--- src/timer_cfg.svh ---
`ifndef TIMER_CFG_SVH
`define TIMER_CFG_SVH

// ============================================================
// Register indices (byte address is four times the index)
`define IDX_TIMER_CONTROL 8'h91
`define IDX_LOW_RELOAD 8'h92
`define IDX_HIGH_RELOAD 8'h93
`define IDX_LOW_COUNT 8'h94
`define IDX_HIGH_COUNT 8'h95
`define IDX_CLOCK_CONTROL 8'h96

// ============================================================
// Timer control register fields
`define CTRL_HIGH_OVF_BIT 7
`define CTRL_LOW_OVF_BIT 6
`define CTRL_LOW_IE_BIT 5
`define CTRL_CAPTURE_BIT 4
`define CTRL_SPLIT_BIT 3
`define CTRL_RUN_BIT 2
`define CTRL_EXT_SEL_BIT 0

// ============================================================
// Clock control register fields
`define CKC_HIGH_SEL_BIT 7
`define CKC_LOW_SEL_BIT 6

// ============================================================
// Reset values
`define RST_BYTE 8'h00
`define RST_WORD 32'h0000_0000

// ============================================================
// Clock divisors
`define SYS_DIVIDE 12
`define EXT_DIVIDE 8

`endif

--- src/timer_pkg.sv ---
package timer_pkg;

    // ========================================================
    // Clock source state
    typedef struct packed {
        logic [3:0] prescale;
        logic ext_meta;
        logic ext_sync;
        logic ext_prev;
        logic [2:0] ext_count;
        logic tick_div12;
        logic tick_ext8;
        logic capture;
    } clk_state_t;

    // ========================================================
    // Timer and bus state
    typedef struct packed {
        logic ack;
        logic [31:0] rdata;
        logic [7:0] low_count_byte;
        logic [7:0] high_count_byte;
        logic [7:0] low_reload_byte;
        logic [7:0] high_reload_byte;
        logic high_overflow_flag;
        logic low_overflow_flag;
        logic low_byte_interrupt_enable;
        logic capture_mode_enable;
        logic split_mode_bit;
        logic run_bit;
        logic external_clock_select;
        logic high_byte_clock_select;
        logic low_byte_clock_select;
    } timer_state_t;

endpackage

--- src/timer_clk_src.sv ---
`timescale 1ns/1ns
`include "timer_cfg.svh"

module timer_clk_src
(
    // Clock and reset
    input wire logic mclk_i,
    input wire logic rst_i,
    // External oscillator
    input wire logic ext_osc_i,
    // Rate enables
    output logic tick_div12_o,
    output logic tick_ext8_o,
    output logic capture_o
);

    timer_pkg::clk_state_t s_reg;
    timer_pkg::clk_state_t s_next;

    // ========================================================
    // Dividers
    always_comb
    begin
        s_next = s_reg;
        s_next.tick_div12 = 1'b0;
        s_next.tick_ext8 = 1'b0;
        s_next.capture = 1'b0;
        // System clock divided by 12
        if (s_reg.prescale == 4'(`SYS_DIVIDE - 1))
        begin
            s_next.prescale = 4'h0;
            s_next.tick_div12 = 1'b1;
        end
        else
        begin
            s_next.prescale = s_reg.prescale + 4'h1;
        end
        // Two stages; only the second is looked at
        s_next.ext_meta = ext_osc_i;
        s_next.ext_sync = s_reg.ext_meta;
        s_next.ext_prev = s_reg.ext_sync;
        if (s_reg.ext_sync && !s_reg.ext_prev)
        begin
            s_next.ext_count = s_reg.ext_count + 3'h1;
            // Divided clock rises at count 4, falls back at 0
            if (s_reg.ext_count == 3'(`EXT_DIVIDE / 2 - 1))
            begin
                s_next.tick_ext8 = 1'b1;
            end
            if (s_reg.ext_count == 3'(`EXT_DIVIDE - 1))
            begin
                s_next.capture = 1'b1;
            end
        end
    end

    always_ff @(posedge mclk_i or posedge rst_i)
    begin
        if (rst_i)
        begin
            s_reg <= '0;
        end
        else
        begin
            s_reg <= s_next;
        end
    end

    assign tick_div12_o = s_reg.tick_div12;
    assign tick_ext8_o = s_reg.tick_ext8;
    assign capture_o = s_reg.capture;

endmodule // timer_clk_src

--- src/auto_reload_timer.sv ---
// Notes on behaviour
// Sixteen-bit count from two addressable bytes
// Split bit three picks dual 8-bit
// Sources: system, system/12, synced external/8
// 16-bit rollover reloads and sets high flag
// 16-bit overflow requests interrupt when enabled
// Low byte rollover also interrupts if bit5
// Split: each byte reloads from own byte
// Split: run gates high byte only
// High clock: select bit, else external choice
// Low clock chosen alike by own bit
// Split: each byte rollover sets its flag
// Split: high interrupts; bit5 adds low
// Flags stay set until software clears
// Software reads both flags, clears them
// Capture clock: system or system/12 only
// Capture copies count to reloads, high flag
// Capture on falling edge of external/8
// Software measures by capture difference
// Software keeps 16-bit mode for capture
// Control bit four enables capture mode
// Run bit two starts and stops counting
// Reset clears counts, reloads, flags, controls
//
// Implementation choices: the register addresses and register access over Avalon-MM.
`timescale 1ns/1ns
`include "timer_cfg.svh"

module auto_reload_timer
(
    // Clock and reset
    input wire logic mclk_i,
    input wire logic rst_i,
    // Avalon-MM slave
    input wire logic [9:0] address_i,
    input wire logic read_i,
    input wire logic write_i,
    input wire logic [31:0] writedata_i,
    output logic [31:0] readdata_o,
    output logic waitrequest_o,
    // External oscillator
    input wire logic ext_osc_i,
    // Interrupt
    input wire logic timer_int_enable_i,
    output logic timer_irq_o
);

    timer_pkg::timer_state_t s_reg;
    timer_pkg::timer_state_t s_next;

    logic tick_div12;
    logic tick_ext8;
    logic capture_event;
    logic tick_low;
    logic tick_high;
    logic [7:0] index;
    logic [7:0] wbyte;
    logic do_write;
    logic [15:0] count16;
    // Interrupt causes
    logic high_req;
    logic low_req;

    // Everything idle: stopped, 16-bit mode, flags clear
    localparam timer_pkg::timer_state_t reset_state = '{
        ack: 1'b0,
        rdata: `RST_WORD,
        low_count_byte: `RST_BYTE,
        high_count_byte: `RST_BYTE,
        low_reload_byte: `RST_BYTE,
        high_reload_byte: `RST_BYTE,
        default: 1'b0
    };

    // ========================================================
    // Clock sources
    // Dividers live outside so both bytes share one phase
    timer_clk_src u_clk_src
    (
        .mclk_i(mclk_i),
        .rst_i(rst_i),
        .ext_osc_i(ext_osc_i),
        .tick_div12_o(tick_div12),
        .tick_ext8_o(tick_ext8),
        .capture_o(capture_event)
    );

    // ========================================================
    // Helpers

    // Count enable for one byte from its select bits
    function automatic logic pick_tick(
        input logic sys_sel,
        input logic ext_sel,
        input logic capture_on,
        input logic div12,
        input logic ext8
    );
        logic t;
        t = 1'b0;
        if (sys_sel)
        begin
            t = 1'b1;
        end
        else if (ext_sel && !capture_on)
        begin
            t = ext8;
        end
        else
        begin
            // Measured clock cannot also time itself
            t = div12;
        end
        return t;
    endfunction

    // Register read mux
    function automatic logic [7:0] read_byte(
        input logic [7:0] idx,
        input timer_pkg::timer_state_t st
    );
        logic [7:0] v;
        v = 8'h00;
        unique case (idx)
            `IDX_TIMER_CONTROL:
            begin
                v[`CTRL_HIGH_OVF_BIT] = st.high_overflow_flag;
                v[`CTRL_LOW_OVF_BIT] = st.low_overflow_flag;
                v[`CTRL_LOW_IE_BIT] = st.low_byte_interrupt_enable;
                v[`CTRL_CAPTURE_BIT] = st.capture_mode_enable;
                v[`CTRL_SPLIT_BIT] = st.split_mode_bit;
                v[`CTRL_RUN_BIT] = st.run_bit;
                v[`CTRL_EXT_SEL_BIT] = st.external_clock_select;
            end
            `IDX_LOW_RELOAD:
            begin
                v = st.low_reload_byte;
            end
            `IDX_HIGH_RELOAD:
            begin
                v = st.high_reload_byte;
            end
            // No snapshot: a running count may tear across two reads
            `IDX_LOW_COUNT:
            begin
                v = st.low_count_byte;
            end
            `IDX_HIGH_COUNT:
            begin
                v = st.high_count_byte;
            end
            `IDX_CLOCK_CONTROL:
            begin
                v[`CKC_HIGH_SEL_BIT] = st.high_byte_clock_select;
                v[`CKC_LOW_SEL_BIT] = st.low_byte_clock_select;
            end
            default:
            begin
                // Unmapped reads as zero
                v = 8'h00;
            end
        endcase
        return v;
    endfunction

    // ========================================================
    // Decode
    assign index = address_i[9:2];
    assign wbyte = writedata_i[7:0];
    // A write lands only at the edge that answers it
    assign do_write = write_i && s_reg.ack;
    assign count16 = {s_reg.high_count_byte, s_reg.low_count_byte};

    always_comb
    begin
        tick_low = pick_tick(s_reg.low_byte_clock_select, s_reg.external_clock_select,
                             s_reg.capture_mode_enable, tick_div12, tick_ext8);
        tick_high = pick_tick(s_reg.high_byte_clock_select, s_reg.external_clock_select,
                              1'b0, tick_div12, tick_ext8);
    end

    // ========================================================
    // Next state
    always_comb
    begin
        logic set_high;
        logic set_low;
        logic [15:0] c16;
        set_high = 1'b0;
        set_low = 1'b0;
        c16 = count16;
        s_next = s_reg;

        // Bus answer: one wait cycle, then waitrequest drops
        s_next.ack = (read_i || write_i) && !s_reg.ack;
        if (read_i && !s_reg.ack)
        begin
            s_next.rdata = {24'h00_0000, read_byte(index, s_reg)};
        end

        // Counting
        if (!s_reg.split_mode_bit)
        begin
            // Single 16-bit timer, clocked by the low select
            if (s_reg.run_bit && tick_low)
            begin
                if (s_reg.low_count_byte == 8'hFF)
                begin
                    set_low = 1'b1;
                end
                // Whole word wraps: both bytes reload at once
                if (count16 == 16'hFFFF)
                begin
                    c16 = {s_reg.high_reload_byte, s_reg.low_reload_byte};
                    set_high = 1'b1;
                end
                else
                begin
                    c16 = count16 + 16'h0001;
                end
            end
            s_next.low_count_byte = c16[7:0];
            s_next.high_count_byte = c16[15:8];
        end
        else
        begin
            // Low byte free runs in split mode
            if (tick_low)
            begin
                if (s_reg.low_count_byte == 8'hFF)
                begin
                    s_next.low_count_byte = s_reg.low_reload_byte;
                    set_low = 1'b1;
                end
                else
                begin
                    s_next.low_count_byte = s_reg.low_count_byte + 8'h01;
                end
            end
            if (s_reg.run_bit && tick_high)
            begin
                if (s_reg.high_count_byte == 8'hFF)
                begin
                    s_next.high_count_byte = s_reg.high_reload_byte;
                    set_high = 1'b1;
                end
                else
                begin
                    s_next.high_count_byte = s_reg.high_count_byte + 8'h01;
                end
            end
        end

        // Capture takes the count as it stands
        // Reloads take the capture even in an overflow cycle
        if (s_reg.capture_mode_enable && capture_event)
        begin
            s_next.low_reload_byte = s_reg.low_count_byte;
            s_next.high_reload_byte = s_reg.high_count_byte;
            set_high = 1'b1;
        end

        // Software writes; a write to a count byte wins over counting
        if (do_write)
        begin
            unique case (index)
                `IDX_TIMER_CONTROL:
                begin
                    s_next.high_overflow_flag = wbyte[`CTRL_HIGH_OVF_BIT];
                    s_next.low_overflow_flag = wbyte[`CTRL_LOW_OVF_BIT];
                    s_next.low_byte_interrupt_enable = wbyte[`CTRL_LOW_IE_BIT];
                    s_next.capture_mode_enable = wbyte[`CTRL_CAPTURE_BIT];
                    s_next.split_mode_bit = wbyte[`CTRL_SPLIT_BIT];
                    s_next.run_bit = wbyte[`CTRL_RUN_BIT];
                    s_next.external_clock_select = wbyte[`CTRL_EXT_SEL_BIT];
                end
                `IDX_LOW_RELOAD:
                begin
                    s_next.low_reload_byte = wbyte;
                end
                `IDX_HIGH_RELOAD:
                begin
                    s_next.high_reload_byte = wbyte;
                end
                `IDX_LOW_COUNT:
                begin
                    s_next.low_count_byte = wbyte;
                end
                `IDX_HIGH_COUNT:
                begin
                    s_next.high_count_byte = wbyte;
                end
                `IDX_CLOCK_CONTROL:
                begin
                    s_next.high_byte_clock_select = wbyte[`CKC_HIGH_SEL_BIT];
                    s_next.low_byte_clock_select = wbyte[`CKC_LOW_SEL_BIT];
                end
                default:
                begin
                    // Unmapped write is dropped
                    s_next.ack = s_next.ack;
                end
            endcase
        end

        // Hardware only sets; a set in the clearing cycle wins
        if (set_high)
        begin
            s_next.high_overflow_flag = 1'b1;
        end
        if (set_low)
        begin
            s_next.low_overflow_flag = 1'b1;
        end
    end

    // ========================================================
    // State register
    always_ff @(posedge mclk_i or posedge rst_i)
    begin
        if (rst_i)
        begin
            s_reg <= reset_state;
        end
        else
        begin
            s_reg <= s_next;
        end
    end

    // ========================================================
    // Outputs
    assign readdata_o = s_reg.rdata;
    assign waitrequest_o = (read_i || write_i) && !s_reg.ack;

    // Level request; software must clear the flags to drop it
    always_comb
    begin
        high_req = s_reg.high_overflow_flag;
        low_req = s_reg.low_byte_interrupt_enable && s_reg.low_overflow_flag;
        // Shared line; software tells the two causes apart by the flags
        timer_irq_o = timer_int_enable_i && (high_req || low_req);
    end

endmodule // auto_reload_timer

--- config.mk ---
export PLATFORM = sky130hd
export DESIGN_NAME = auto_reload_timer
export DESIGN_NICKNAME = d
export VERILOG_FILES = /design/src/timer_pkg.sv /design/src/timer_clk_src.sv /design/src/auto_reload_timer.sv
export VERILOG_INCLUDE_DIRS = /design/src
export SDC_FILE = /design/constraint.sdc
export NUM_CORES = 1
export LEC_CHECK = 0
export BUFFER_PORTS_ARGS = -buffer_cell sky130_fd_sc_hd__buf_2
export CORE_MARGIN = 5
export CORE_UTILIZATION = 40
export DETAILED_ROUTE_END_ITERATION = 7
export GPL_TIMING_DRIVEN = 0
export PLACE_DENSITY = 0.68
export SLEW_MARGIN = 20
export SYNTH_ARGS = -nofsm -noshare
export SYNTH_HDL_FRONTEND = slang
export SYNTH_SLANG_ARGS = --single-unit
--- constraint.sdc ---
create_clock -name mclk_i -period 2 [get_ports mclk_i]
set_input_delay 0.4 -clock mclk_i [delete_from_list [all_inputs] [get_ports mclk_i]]
set_output_delay 0.4 -clock mclk_i [all_outputs]
set_load 0.01 [all_outputs]
==> out/qor.csv <==
stage;metric;value;unit
pwr;Comb pwr share;44.5;%
cts;Hold Buf Count CTS;0;
critical_path;CP Buf/Inv Count;1;
finish;area delta synth->final;22.6;%
floorplanning;Die Y;115;um
synthesis;cell taking the most area after synthesis;dfrtp_1;
route;post-route ant nets;0;
pwr;Psw;2.06;mW
floorplanning;Rows;38;
route;post-DR wirelength/cell;19.9;um
synthesis;Syn Inst Count;492;
synthesis;synthesized area;4370;um2
sta;Tmin final;1.96;ns
cts;TritonCTS Sinks;63;
route;drt total wl;14200;um
critical_path;critical path class;reg2reg;
cts;CTS tree;done;
global_routing;initial antenna violation count;0;
floorplanning;number of I/O pins;82;
place;Placement Setup Slack;-0.531;ns
sta;Max transition margin;56.0;%
global_routing;GRT Residual Overflow;0;
cts;CTS Buffer Depth;2;
synthesis;Synth area leaders;dfrtp_1, mux2i_1, buf_4;
critical_path;CP Launch Type;flop;
pwr;Sw Ratio;41.8;%
critical_path;Worst path max stage delay;0.47;ns
finish;nets@finish;625;
cts;Clock Latency Late Sink;0.36;ns
outcome;outcome;complete, but fails checks;
sta;final hold viol count;0;
pwr;Leak;2.38;nW
route;vias per cell;5.93;
finish;max reg flops;25;
cts;clock root buffer;clkbuf_8;
synthesis;top-area cell type share of the netlist area;36.0;%
finish;ANT cells;0;
critical_path;crit-path cells;buf_4 -> nand4_1 -> or4_4 -> o31ai_4 -> o311ai_2 -> a221oi_2;
synthesis;most frequent cells after synthesis;dfrtp_1, nand2_1, nor2_1;
hold_path;min-delay worst type;in2async;
cts;Max H-tree Level;3;
synthesis;#FFs+latches synth;63;
finish;area of the multi-input gates;2640;um2
place;PortBufs;29;
sta;Worst Setup Slack, final;0.0358;ns
outcome;failing checks;DRC;
finish;register area;1580;um2
sta;Tcrit/Tclk final;98.2;%
floorplanning;core area;10800;um2
critical_path;CP endpoint kind;flop;
critical_path;CP Max Fanout;9;
sta;RSZ-0062 raised after global routing;yes;
sta;final setup fails;0;
global_routing;first-pass GRT wire length;21700;um
synthesis;EDFF count, synth;0;
pwr;Int Pwr;2.87;mW
finish;# fillers;1036;
critical_path;cell family with the largest share of critical-path delay;simple AND/OR/NAND/NOR gates;
sta;Fin Clk Skew;0.0129;ns
critical_path;Crit-path slowest cell;or4_4;
synthesis;ys async rst share;100;%
floorplanning;initial core utilization;40.5;%
pwr;power share of the sequential group;31.8;%
route;Vias;4247;
synthesis;Yosys cell types;74;
synthesis;synth warn;0;
synthesis;most frequent cell after synthesis;dfrtp_1;
pwr;pwr dens;920;nW/um2
place;global placement routability congestion;0.973;
pwr;maximum vdd drop;0.000492;V
place;hpwl dp;10000;um
critical_path;worst path required time;2.26;ns
route;DR pass1 iterations;7;
finish;share of layout cells above drive strength 1;28.8;%
cts;CTS Buf Count;9;
sta;Fmax;509;MHz
global_routing;vias in the first global route;3925;
finish;final core utilization;49.7;%
route;starting DRC count in detailed routing;476;
route;drt drc;2;
floorplanning;Die Span X;115;um
sta;Worst-Margin Slew;0.660;ns
global_routing;largest net degree at the start of global routing;40;
synthesis;average size of a mapped cell;8.89;um2
global_routing;overall routing resource usage;21.5;%
floorplanning;die area;13100;um2
pwr;clock share of power;23.7;%
critical_path;Arr. time, crit path;2.22;ns
synthesis;Seq/Total Area, Yosys;36.0;%
cts;CTS clk-pin slew, worst paths;0.08;ns
sta;Max Slew Vio Count;0;
job;maxcap violations;0;
pwr;Tot Pwr;4.93;mW
synthesis;ys flop type;dfrtp_1;
metal layers:
layer,global-route usage (%),wire [um],up-vias
li1,-,-,1930
met1,28.7,5750,2042
met2,32.2,6570,224
met3,5.66,1360,51
met4,10.5,548,0
met5,0,0,-
through the flow:
step | cells | hold WS, ns | setup TNS [ns] | cell area, um2
floorplan | 515 | 0.331 | 0 | 4460
global placement | 684 | 0.331 | -60.42 | 4780
detailed placement | 685 | 0.336 | -9.35 | 4800
CTS | 707 | 0.0178 | -0.00210 | 5100
global route | 716 | 0.0295 | -0.218 | 5360
finish | 716 | 0.0142 | 0 | 5360
cells in the final DEF (no fill, tap or decap), types with 4 or more instances in the layout:
| cell | count |
|---|---|
| nor2b_1 | 4 |
| a221oi_1 | 7 |
| clkbuf_8 | 9 |
| a211oi_1 | 8 |
| and3_1 | 5 |
| nand4_1 | 8 |
| mux2i_1 | 28 |
| ha_1 | 4 |
| conb_1 | 24 |
| nand3_1 | 9 |
| clkbuf_1 | 9 |
| nor2_1 | 37 |
| nor3_1 | 8 |
| inv_6 | 4 |
| buf_2 | 38 |
| a21o_1 | 5 |
| a21oi_1 | 24 |
| dfrtp_1 | 60 |
| buf_6 | 4 |
| a31oi_1 | 9 |
| nand2b_1 | 6 |
| nand2_1 | 47 |
| o221ai_1 | 5 |
| buf_4 | 49 |
| mux2_2 | 15 |
| o21ai_0 | 33 |
| and2_1 | 4 |
| o211ai_1 | 6 |
| inv_1 | 9 |
repair_timing:
action | 4_1_cts | 5_1_grt
setup endpoints to repair | 25 | 24
resized for setup | 17 | 42
buffers inserted | 6 | 8
cloned | 0 | 1
pin swaps | 3 | 10
logic make-up after synthesis:
| family | synth area share, % |
|---|---|
| other cells | 0.0857 |
| mux | 10.3 |
| buf+inv | 9.75 |
| xor+xnor | 0.601 |
| fa+ha+maj | 1.72 |
| simple gates | 19.2 |
| compound gates | 22.3 |
| flops | 36.0 |
cell type report:
| class | count | area share (%) |
|---|---|---|
| Tap cell | 140 | 3.27 |
| Clock inverter | 7 | 1.45 |
| Clock buffer | 9 | 2.31 |
| Sequential cell | 63 | 29.5 |
| Multi-Input combinational cell | 380 | 49.2 |
| Inverter | 10 | 0.747 |
| Buffer | 62 | 7.96 |
| Timing Repair Buffer | 45 | 5.58 |
power groups by stage:
stage | Combinational, mW | Sequential (mW) | Clock (mW)
2_1_floorplan | 1.35 | 1.53 | 0
3_3_place_gp | 1.76 | 1.59 | 0
3_5_place_dp | 1.79 | 1.60 | 0
4_1_cts | 1.92 | 1.55 | 1.18
5_1_grt | 2.36 | 1.59 | 1.24
6_report | 2.19 | 1.57 | 1.17
worst paths after layout:
check | from | endpoint | slack, ns | depth (start not counted)
max in group asynchronous | rst_i | count16[12] | 1.45 | 3
max reg2reg | count16[0] | count16[15] | 0.04 | 6
min in group mclk_i | ext_osc_i | u_clk_src.s_next[7] | 0.15 | 1
min reg2reg | u_clk_src.s_next[7] | u_clk_src.s_next[6] | 0.35 | 0
min | rst_i | u_clk_src.s_next[6] | 0.01 | 2
max | count16[0] | count16[15] | 0.04 | 6
Power figures use the tool's default switching activity.
